## src/dsos_pkg.sv

```systemverilog
package dsos_pkg;

	// ----------------------------------------------------------------
	// Register map
	// ----------------------------------------------------------------
	localparam logic [5:0] DSOS_OFS_SELECT = 6'h00;
	localparam logic [5:0] DSOS_OFS_ZERO_THR = 6'h04;
	localparam logic [5:0] DSOS_OFS_BAND = 6'h08;
	localparam logic [5:0] DSOS_OFS_SET_SPEED = 6'h0C;
	localparam logic [5:0] DSOS_OFS_PROC_BAND = 6'h10;
	localparam logic [5:0] DSOS_OFS_POS_BAND = 6'h14;
	localparam logic [5:0] DSOS_OFS_TEMP_LIMIT = 6'h18;
	localparam logic [5:0] DSOS_OFS_PROTECT = 6'h1C;
	localparam logic [5:0] DSOS_OFS_STATUS = 6'h20;

	// ----------------------------------------------------------------
	// Field positions
	// ----------------------------------------------------------------
	localparam int DSOS_SEL_WIDTH = 4;
	localparam int DSOS_NUM_OUT = 4;
	localparam int DSOS_PROT_FOLLOW_EN_BIT = 0;
	localparam int DSOS_PROT_CLEAR_BIT = 1;
	localparam int DSOS_STAT_OUT_POS = 16;
	localparam int DSOS_STAT_SHUTDOWN_BIT = 20;
	localparam int DSOS_STAT_DIR_BIT = 21;

	// ----------------------------------------------------------------
	// Output conditions
	// ----------------------------------------------------------------
	typedef enum logic [3:0] {
		DSOS_COND_READY = 4'h0,
		DSOS_COND_ZERO_SPEED = 4'h1,
		DSOS_COND_AT_SPEED = 4'h2,
		DSOS_COND_AT_SET_SPEED = 4'h3,
		DSOS_COND_OVERLOAD = 4'h4,
		DSOS_COND_KEYPAD = 4'h5,
		DSOS_COND_FAULT = 4'h6,
		DSOS_COND_FOLLOW_ERR = 4'h7,
		DSOS_COND_MOTOR_DIR = 4'h8,
		DSOS_COND_DRIVE_ON = 4'h9,
		DSOS_COND_CMD_DIR = 4'hA,
		DSOS_COND_POSITION_REACHED_FLAG = 4'hB,
		DSOS_COND_TEMP_WARN = 4'hC,
		DSOS_COND_PROC_ERR = 4'hD,
		DSOS_COND_DRIVE_RUN = 4'hE
	} dsos_cond_e;
	localparam int DSOS_NUM_COND = 15;

	// ----------------------------------------------------------------
	// Reset values and limits
	// ----------------------------------------------------------------
	localparam logic [15:0] DSOS_RST_SELECT = 16'h6210;
	localparam logic [15:0] DSOS_RST_ZERO_THR = 16'h0000;
	localparam logic [15:0] DSOS_RST_BAND = 16'h0000;
	localparam logic [15:0] DSOS_RST_SET_SPEED = 16'h0000;
	localparam logic [15:0] DSOS_RST_PROC_BAND = 16'h0000;
	localparam logic [15:0] DSOS_RST_POS_BAND = 16'h0000;
	localparam logic [7:0] DSOS_RST_TEMP_LIMIT = 8'hFF;
	localparam logic [8:0] DSOS_TEMP_WARN_MARGIN_C = 9'h003;

endpackage

```

## src/dsos_cond_if.sv

```systemverilog
`timescale 1ns/10ps
interface dsos_cond_if;
	import dsos_pkg::*;
	logic [15:0] zero_thr, band, set_speed, proc_band, pos_band;
	logic [7:0] temp_limit, heatsink_temp;
	logic [15:0] speed_ref, speed_fb, out_freq, pos_err, proc_fb, proc_sp;
	logic power_good, fault_any, overload_fault, local_keypad, motor_dir, cmd_reverse;
	logic excitation_ok, positioning, drive_enabled, cmd_present, dir_issued;
	logic [DSOS_NUM_COND-1:0] cond;
	logic in_band;
	modport eval (
		input zero_thr, band, set_speed, proc_band, pos_band, temp_limit, heatsink_temp,
		input speed_ref, speed_fb, out_freq, pos_err, proc_fb, proc_sp,
		input power_good, fault_any, overload_fault, local_keypad, motor_dir, cmd_reverse,
		input excitation_ok, positioning, drive_enabled, cmd_present, dir_issued,
		output cond, in_band
	);
	modport ctrl (
		output zero_thr, band, set_speed, proc_band, pos_band, temp_limit, heatsink_temp,
		output speed_ref, speed_fb, out_freq, pos_err, proc_fb, proc_sp,
		output power_good, fault_any, overload_fault, local_keypad, motor_dir, cmd_reverse,
		output excitation_ok, positioning, drive_enabled, cmd_present, dir_issued,
		input cond, in_band
	);
endinterface

```

## src/dsos_cond.sv

```systemverilog
`timescale 1ns/10ps
module dsos_cond
	import dsos_pkg::*;
(
	dsos_cond_if.eval cif
);

	logic [16:0] speed_diff;
	logic [16:0] proc_diff;
	logic [8:0] temp_sum;
	logic ready;

	// Differences are taken one bit wider so that no magnitude wraps.
	always_comb begin
		speed_diff = (cif.speed_fb >= cif.speed_ref) ?
			({1'b0, cif.speed_fb} - {1'b0, cif.speed_ref}) :
			({1'b0, cif.speed_ref} - {1'b0, cif.speed_fb});
		proc_diff = (cif.proc_fb >= cif.proc_sp) ?
			({1'b0, cif.proc_fb} - {1'b0, cif.proc_sp}) :
			({1'b0, cif.proc_sp} - {1'b0, cif.proc_fb});
		temp_sum = {1'b0, cif.heatsink_temp} + DSOS_TEMP_WARN_MARGIN_C;
		ready = cif.power_good && !cif.fault_any;
		cif.in_band = speed_diff <= {1'b0, cif.band};
		cif.cond = '0;
		cif.cond[DSOS_COND_READY] = ready;
		cif.cond[DSOS_COND_ZERO_SPEED] = cif.out_freq < cif.zero_thr;
		cif.cond[DSOS_COND_AT_SPEED] = cif.in_band;
		cif.cond[DSOS_COND_AT_SET_SPEED] = cif.speed_fb >= cif.set_speed;
		cif.cond[DSOS_COND_OVERLOAD] = !cif.overload_fault;
		cif.cond[DSOS_COND_KEYPAD] = cif.local_keypad;
		cif.cond[DSOS_COND_FAULT] = cif.fault_any;
		cif.cond[DSOS_COND_FOLLOW_ERR] = !cif.in_band;
		cif.cond[DSOS_COND_MOTOR_DIR] = cif.motor_dir;
		cif.cond[DSOS_COND_DRIVE_ON] = cif.excitation_ok;
		cif.cond[DSOS_COND_CMD_DIR] = cif.cmd_reverse;
		cif.cond[DSOS_COND_POSITION_REACHED_FLAG] = cif.positioning && (cif.pos_err <= cif.pos_band);
		cif.cond[DSOS_COND_TEMP_WARN] = temp_sum >= {1'b0, cif.temp_limit};
		cif.cond[DSOS_COND_PROC_ERR] = proc_diff > {1'b0, cif.proc_band};
		cif.cond[DSOS_COND_DRIVE_RUN] = ready && cif.drive_enabled && cif.cmd_present
			&& cif.dir_issued;
	end

endmodule

```

## src/dsos_top.sv

```systemverilog
`timescale 1ns/10ps
// What this block does
// - Four outputs, each assigned any one condition.
// - Ready: powered and no fault present.
// - Zero speed: output frequency below threshold.
// - At speed: speed within tolerance band.
// - Set speed: speed at or above threshold.
// - Overload: normally closed, opens on overload fault.
// - Keypad control: drive under local keypad.
// - Fault: any drive fault present.
// - Following error: speed outside tolerance band.
// - Motor direction: high on reverse, low forward.
// - Drive on: excitation reached, torque possible.
// - Commanded direction: always valid level.
// - Position_reached_flag: positioning and error within band.
// - Temperature warning within 3 degrees of limit.
// - Process error: feedback outside setpoint band.
// - Drive run: ready, enabled, command, direction.
// - One speed band shared by three checks.
// - Following error protection shuts drive down.
module dsos_top
	import dsos_pkg::*;
(
	input wire logic clk,
	input wire logic reset,
	input wire logic [5:0] avs_address,
	input wire logic avs_read,
	input wire logic avs_write,
	input wire logic [31:0] avs_writedata,
	input wire logic [3:0] avs_byteenable,
	output logic [31:0] avs_readdata,
	output logic avs_waitrequest,
	input wire logic [15:0] speed_ref,
	input wire logic [15:0] speed_fb,
	input wire logic [15:0] out_freq,
	input wire logic [15:0] pos_err,
	input wire logic [15:0] proc_fb,
	input wire logic [15:0] proc_sp,
	input wire logic [7:0] heatsink_temp,
	input wire logic power_good,
	input wire logic fault_any,
	input wire logic overload_fault,
	input wire logic local_keypad,
	input wire logic reverse_cmd,
	input wire logic forward_cmd,
	input wire logic cmd_reverse,
	input wire logic excitation_ok,
	input wire logic positioning,
	input wire logic drive_enabled,
	input wire logic cmd_present,
	input wire logic dir_issued,
	output logic [3:0] status_out,
	output logic drive_shutdown
);

	// ----------------------------------------------------------------
	// State
	// ----------------------------------------------------------------
	typedef struct packed {
		logic [15:0] sel;
		logic [15:0] zero_thr;
		logic [15:0] band;
		logic [15:0] set_speed;
		logic [15:0] proc_band;
		logic [15:0] pos_band;
		logic [7:0] temp_limit;
		logic follow_en;
		logic shutdown;
		logic motor_dir;
		logic ack;
		logic [3:0] opto;
		logic [31:0] rdata;
	} dsos_state_s;

	dsos_state_s st;
	dsos_state_s next_st;
	dsos_cond_if cif ();
	logic [3:0] mux_out;
	logic [31:0] be_mask;
	logic wr_take;
	logic rd_load;
	logic clr_req;
	logic trip;

	dsos_cond u_cond (
		.cif(cif)
	);

	assign cif.zero_thr = st.zero_thr;
	assign cif.band = st.band;
	assign cif.set_speed = st.set_speed;
	assign cif.proc_band = st.proc_band;
	assign cif.pos_band = st.pos_band;
	assign cif.temp_limit = st.temp_limit;
	assign cif.heatsink_temp = heatsink_temp;
	assign cif.speed_ref = speed_ref;
	assign cif.speed_fb = speed_fb;
	assign cif.out_freq = out_freq;
	assign cif.pos_err = pos_err;
	assign cif.proc_fb = proc_fb;
	assign cif.proc_sp = proc_sp;
	assign cif.power_good = power_good;
	assign cif.fault_any = fault_any;
	assign cif.overload_fault = overload_fault;
	assign cif.local_keypad = local_keypad;
	assign cif.motor_dir = st.motor_dir;
	assign cif.cmd_reverse = cmd_reverse;
	assign cif.excitation_ok = excitation_ok;
	assign cif.positioning = positioning;
	assign cif.drive_enabled = drive_enabled;
	assign cif.cmd_present = cmd_present;
	assign cif.dir_issued = dir_issued;

	// ----------------------------------------------------------------
	// Output selectors
	// ----------------------------------------------------------------
	// An unused selector code drives its output low rather than a stale value.
	genvar g;
	generate
		for (g = 0; g < DSOS_NUM_OUT; g++) begin : g_mux
			logic [3:0] code;
			assign code = st.sel[g*DSOS_SEL_WIDTH +: DSOS_SEL_WIDTH];
			assign mux_out[g] = (code < 4'(DSOS_NUM_COND)) ? cif.cond[code] : 1'b0;
		end
	endgenerate

	// ----------------------------------------------------------------
	// Register bus
	// ----------------------------------------------------------------
	// Every access holds one wait cycle so read data always come from flops.
	assign avs_waitrequest = (avs_read || avs_write) && !st.ack;
	assign avs_readdata = st.rdata;
	assign status_out = st.opto;
	assign drive_shutdown = st.shutdown;
	assign be_mask = {{8{avs_byteenable[3]}}, {8{avs_byteenable[2]}},
		{8{avs_byteenable[1]}}, {8{avs_byteenable[0]}}};
	assign wr_take = avs_write && st.ack;
	assign rd_load = avs_read && !st.ack;

	function automatic logic [15:0] merge16(input logic [15:0] old,
		input logic [31:0] wd, input logic [31:0] m);
		merge16 = (old & ~m[15:0]) | (wd[15:0] & m[15:0]);
	endfunction

	always_comb begin
		next_st = st;
		next_st.ack = (avs_read || avs_write) && !st.ack;
		clr_req = 1'b0;
		if (wr_take) begin
			unique case (avs_address)
				DSOS_OFS_SELECT: next_st.sel = merge16(st.sel, avs_writedata, be_mask);
				DSOS_OFS_ZERO_THR: next_st.zero_thr = merge16(st.zero_thr, avs_writedata, be_mask);
				DSOS_OFS_BAND: next_st.band = merge16(st.band, avs_writedata, be_mask);
				DSOS_OFS_SET_SPEED: next_st.set_speed = merge16(st.set_speed, avs_writedata, be_mask);
				DSOS_OFS_PROC_BAND: next_st.proc_band = merge16(st.proc_band, avs_writedata, be_mask);
				DSOS_OFS_POS_BAND: next_st.pos_band = merge16(st.pos_band, avs_writedata, be_mask);
				DSOS_OFS_TEMP_LIMIT: begin
					if (avs_byteenable[0]) begin
						next_st.temp_limit = avs_writedata[7:0];
					end
				end
				DSOS_OFS_PROTECT: begin
					if (avs_byteenable[0]) begin
						next_st.follow_en = avs_writedata[DSOS_PROT_FOLLOW_EN_BIT];
						clr_req = avs_writedata[DSOS_PROT_CLEAR_BIT];
					end
				end
				default: begin
				end
			endcase
		end
		// A trip in the same cycle as a clear request keeps the drive shut down.
		trip = st.follow_en && !cif.in_band;
		if (trip) begin
			next_st.shutdown = 1'b1;
		end else if (clr_req) begin
			next_st.shutdown = 1'b0;
		end
		// Reverse wins if both commands land together, the safer reading for a brake.
		if (reverse_cmd) begin
			next_st.motor_dir = 1'b1;
		end else if (forward_cmd) begin
			next_st.motor_dir = 1'b0;
		end
		next_st.opto = mux_out;
		if (rd_load) begin
			unique case (avs_address)
				DSOS_OFS_SELECT: next_st.rdata = {16'h0000, st.sel};
				DSOS_OFS_ZERO_THR: next_st.rdata = {16'h0000, st.zero_thr};
				DSOS_OFS_BAND: next_st.rdata = {16'h0000, st.band};
				DSOS_OFS_SET_SPEED: next_st.rdata = {16'h0000, st.set_speed};
				DSOS_OFS_PROC_BAND: next_st.rdata = {16'h0000, st.proc_band};
				DSOS_OFS_POS_BAND: next_st.rdata = {16'h0000, st.pos_band};
				DSOS_OFS_TEMP_LIMIT: next_st.rdata = {24'h00_0000, st.temp_limit};
				DSOS_OFS_PROTECT: next_st.rdata = {31'h0000_0000, st.follow_en};
				DSOS_OFS_STATUS: begin
					next_st.rdata = 32'h0000_0000;
					next_st.rdata[DSOS_NUM_COND-1:0] = cif.cond;
					next_st.rdata[DSOS_STAT_OUT_POS +: DSOS_NUM_OUT] = st.opto;
					next_st.rdata[DSOS_STAT_SHUTDOWN_BIT] = st.shutdown;
					next_st.rdata[DSOS_STAT_DIR_BIT] = st.motor_dir;
				end
				default: next_st.rdata = 32'h0000_0000;
			endcase
		end
	end

	always_ff @(posedge clk) begin
		if (reset) begin
			st <= '0;
			st.sel <= DSOS_RST_SELECT;
			st.zero_thr <= DSOS_RST_ZERO_THR;
			st.band <= DSOS_RST_BAND;
			st.set_speed <= DSOS_RST_SET_SPEED;
			st.proc_band <= DSOS_RST_PROC_BAND;
			st.pos_band <= DSOS_RST_POS_BAND;
			st.temp_limit <= DSOS_RST_TEMP_LIMIT;
		end else begin
			st <= next_st;
		end
	end
endmodule

```

## config.mk

```make
export PLATFORM = sky130hd
export DESIGN_NAME = dsos_top
export DESIGN_NICKNAME = d
export VERILOG_FILES = /design/src/dsos_pkg.sv /design/src/dsos_cond_if.sv /design/src/dsos_cond.sv /design/src/dsos_top.sv
export SDC_FILE = /design/constraint.sdc
export NUM_CORES = 1
export LEC_CHECK = 0
export BUFFER_PORTS_ARGS = -buffer_cell sky130_fd_sc_hd__buf_2
export CORE_UTILIZATION = 63
export CTS_CLUSTER_SIZE = 40
export DETAILED_ROUTE_END_ITERATION = 10
export GPL_ROUTABILITY_DRIVEN = 1
export PLACE_DENSITY = 0.88
export RECOVER_POWER = 50
export REMOVE_ABC_BUFFERS = 1
export SYNTH_ARGS = -nofsm -noshare
export SYNTH_HDL_FRONTEND = slang
export SYNTH_HIERARCHICAL = 1
export SYNTH_SLANG_ARGS = --single-unit
```

## constraint.sdc

```tcl
create_clock -name clk -period 10.12 [get_ports clk]
set_input_delay 3.036 -clock clk [delete_from_list [all_inputs] [get_ports clk]]
set_output_delay 3.036 -clock clk [all_outputs]
set_load 0.05 [all_outputs]
```

==> out/metrics.yaml <==
cts:
  cts_root_buf: "clkbuf_16"
  cts.path.max_buffers: 2
  cts.sinks: 134
  clkLatencyLatePin_ps: 420
  postCtsSetupBuffers: 0
  cts_tree: "built"
  numCtsBuffers: 17
  ctsHoldBuffers: 0
  cts_resized: 0
  clk_pin_slew_ps: 60
  htree_num_levels: 4
power:
  p_leak_nw: 5.81
  peakVddDrop_uv: 118
  fin_total_pwr_mw: 1.60
  power.density_nw_per_um2: 121
global_routing:
  gr-total-overflow: 0
  grt_antenna_before_repair: 3
  grt_max_degree: 86
  grt_pass1_vias: 10500
  grt.total_usage_pct: 33.8
  grt_pass1_wl_um: 53000
timing:
  hold_violations: 0
  skew_ps: 9.60
  setup_ws_ps: 1620
  finalSetupTns_ps: 0
  setup_viol: 0
  min_period_ps: 8500
  fmax_mhz: 118
  max_slew.worst_pin.slew_ps: 3760
  period_share_pct: 84.0
  maxSlewViolCount: 154
  slew_headroom_pct: -151
  rsz0062_at_grt: "false"
worst_hold_path:
  hold_path_class: "reg2reg"
yosys:
  ys_async_sr_fraction_pct: 0
  synth_cell_types: 79
  synth_edf_count: 0
  synth_seq_cells: 134
  seq_area_frac_synth_pct: 22.1
  syn_avg_cell_area_sq_um: 8.39
  synth_flop_cell: "dfxtp_1"
  syn_inst: 1448
  syn-cell-area_sq_um: 12200
  yosys_warnings: 6
floorplan:
  io_pins: 200
  std_cell_rows: 50
  die_y_um: 141
  core-area_sq_um: 18800
  initial_utilization_pct: 64.5
  die-area_sq_um: 19800
  die_w_um: 141
finish:
  area_growth_pct: 8.69
  design_area_sq_um: 13200
  finish.net_count: 1850
  layout-drive-gt1-share_pct: 15.0
drt:
  highest_layer: "met5"
  viasPerCell: 6.19
  vias: 11200
  wl_per_cell_um: 18.7
  drc: 0
  finalWirelength_um: 33700
  wl_met1_um: 13300
  ant_nets: 0
  wl_met2_um: 15900
  met3_length_um: 2850
  dr.pass1.iters: 5
  drtIter0Drc: 982
worst_setup_path:
  cp-start-kind: "input pin"
  cp_cell_sequence: "buf_2, inv_1, ha_1, a21oi_1, o211ai_1, o2111ai_1, and3_1, mux2_2, a31oi_1, o21ai_0, xor2_1, ha_1, nand4_1, nor4_1, nand3_1, and3_1, a21o_1, mux4_2, mux4_2, nor2b_1"
  cp_slowest_cell: "and3_1"
  cp_num_buf_inv: 2
  critPathRequiredTime_ps: 10280
  slowest_delay_ps: 830
  endpoint_kind: "flop"
  cp.arrival_ps: 8660
  worstPathMaxFanout: 21
  cp_top_family: "simple AND/OR/NAND/NOR gates"
  critical_path_class: "in2reg"
placement:
  placed_area_sq_um: 12700
  portBuffers: 171
  dp_hpwl_um: 26000
  dpl_worst_slack_ps: 1450
  place.gp.congestion: 0.968
status:
  status: "finished with violations"
  violations: "max-capacitance violations, max-slew violations"
job:
  maxCapViolations: 5
[placed cells by master (no fill, tap or decap), types with 9 or more instances in the layout]
cell / instances
clkbuf_1: 30
nand2b_1: 13
mux4_2: 16
conb_1: 10
xnor2_1: 16
nor2_1: 108
mux2i_1: 122
clkbuf_16: 17
a21o_1: 56
o21ai_0: 45
nand4_1: 16
nor3_1: 25
inv_1: 167
nor2b_1: 30
nand3_1: 39
xor2_1: 14
a221oi_1: 12
o221ai_1: 9
a31oi_1: 15
dfxtp_1: 134
o21bai_1: 9
nand2_1: 59
and3_1: 12
a211o_1: 14
a22o_1: 15
a21oi_1: 93
mux2_2: 17
ha_1: 152
buf_2: 142
[per-layer routing]
metal | vias to the layer above | global-route usage (%)
met2 | 595 | 57.8
met5 | - | 0
li1 | 5253 | -
met1 | 5197 | 40.6
met3 | 132 | 5.54
met4 | 2 | 18.4
[Yosys cell counts, types with 8 or more instances]
| library cell | number | area [sq um] |
|---|---|---|
| nand4_1 | 16 | 100 |
| clkbuf_1 | 43 | 161 |
| nor3_1 | 22 | 110 |
| o21ai_0 | 45 | 225 |
| xnor2_1 | 16 | 140 |
| and3_1 | 12 | 75.1 |
| o21a_1 | 8 | 60.1 |
| buf_2 | 18 | 90.1 |
| a22o_1 | 15 | 131 |
| a21oi_1 | 93 | 465 |
| nor2b_1 | 30 | 188 |
| nand3_1 | 39 | 195 |
| a221oi_1 | 12 | 105 |
| o221ai_1 | 9 | 78.8 |
| mux4_2 | 16 | 360 |
| a211o_1 | 14 | 123 |
| nor3_4 | 9 | 146 |
| a31oi_1 | 15 | 93.8 |
| a21boi_0 | 8 | 60.1 |
| dfxtp_1 | 134 | 2680 |
| mux2i_1 | 122 | 1220 |
| o21bai_1 | 9 | 67.6 |
| mux2_2 | 17 | 191 |
| buf_4 | 46 | 345 |
| nand2b_1 | 13 | 81.3 |
| ha_1 | 152 | 1900 |
| a21o_1 | 56 | 420 |
| xor2_1 | 14 | 123 |
| inv_1 | 167 | 627 |
| nor2_1 | 108 | 405 |
| nand2_1 | 59 | 221 |
[metrics by stage]
stage	utilization, %	instances	hold slack (ps)
floorplan	-	1339	441
global placement	67.4	1773	456
detailed placement	67.4	1773	458
CTS	70.5	1805	472
global route	70.1	1805	495
finish	70.1	1807	475
[kinds of logic (layout without fill, tap and decap cells)]
family,after synthesis,in the layout,synth area share [%]
AO/OA/AOI/OAI,336,336,18.8
XOR/XNOR,30,30,2.16
adder cells (fa/ha/maj),156,156,16.3
buffers and inverters,285,373,10.9
flip-flops,134,134,22.1
multiplexers,155,155,14.6
other,1,12,0.0309
AND/OR/NAND/NOR,351,351,15.1
[power breakdown]
group	internal (mW)	total (mW)	switching, mW
registers	0.530	0.533	0.00258
logic	0.181	0.445	0.264
clock network	0.381	0.621	0.239
total	1.09	1.60	0.506
[worst min-delay path, delay by kind of cell, from the launching register on]
family,cells,cell delay [ps]
AOI/OAI and AO/OA,1,50
and+or+nand+nor,1,50
DFF,1,320
[worst paths after layout]
check          startpoint                  endpoint  slack, ps  cells after the start
min reg2reg          flop                      flop        470                      2
max reg2reg          flop  status_out[2]$_SDFF_PP0_       6250                     12
max          speed_ref[8]  status_out[2]$_SDFF_PP0_       1620                     20
min                  flop                      flop        470                      2
[cell type report]
type,count,area [sq um]
inverter,167,627
fill,1414,5620
tap,260,325
clock inverter,12,126
multi-input combinational,1038,8140
sequential,134,2680
antenna,2,5.00
timing repair buffer,174,838
clock buffer,20,467
(Power assumes the default switching activity.)
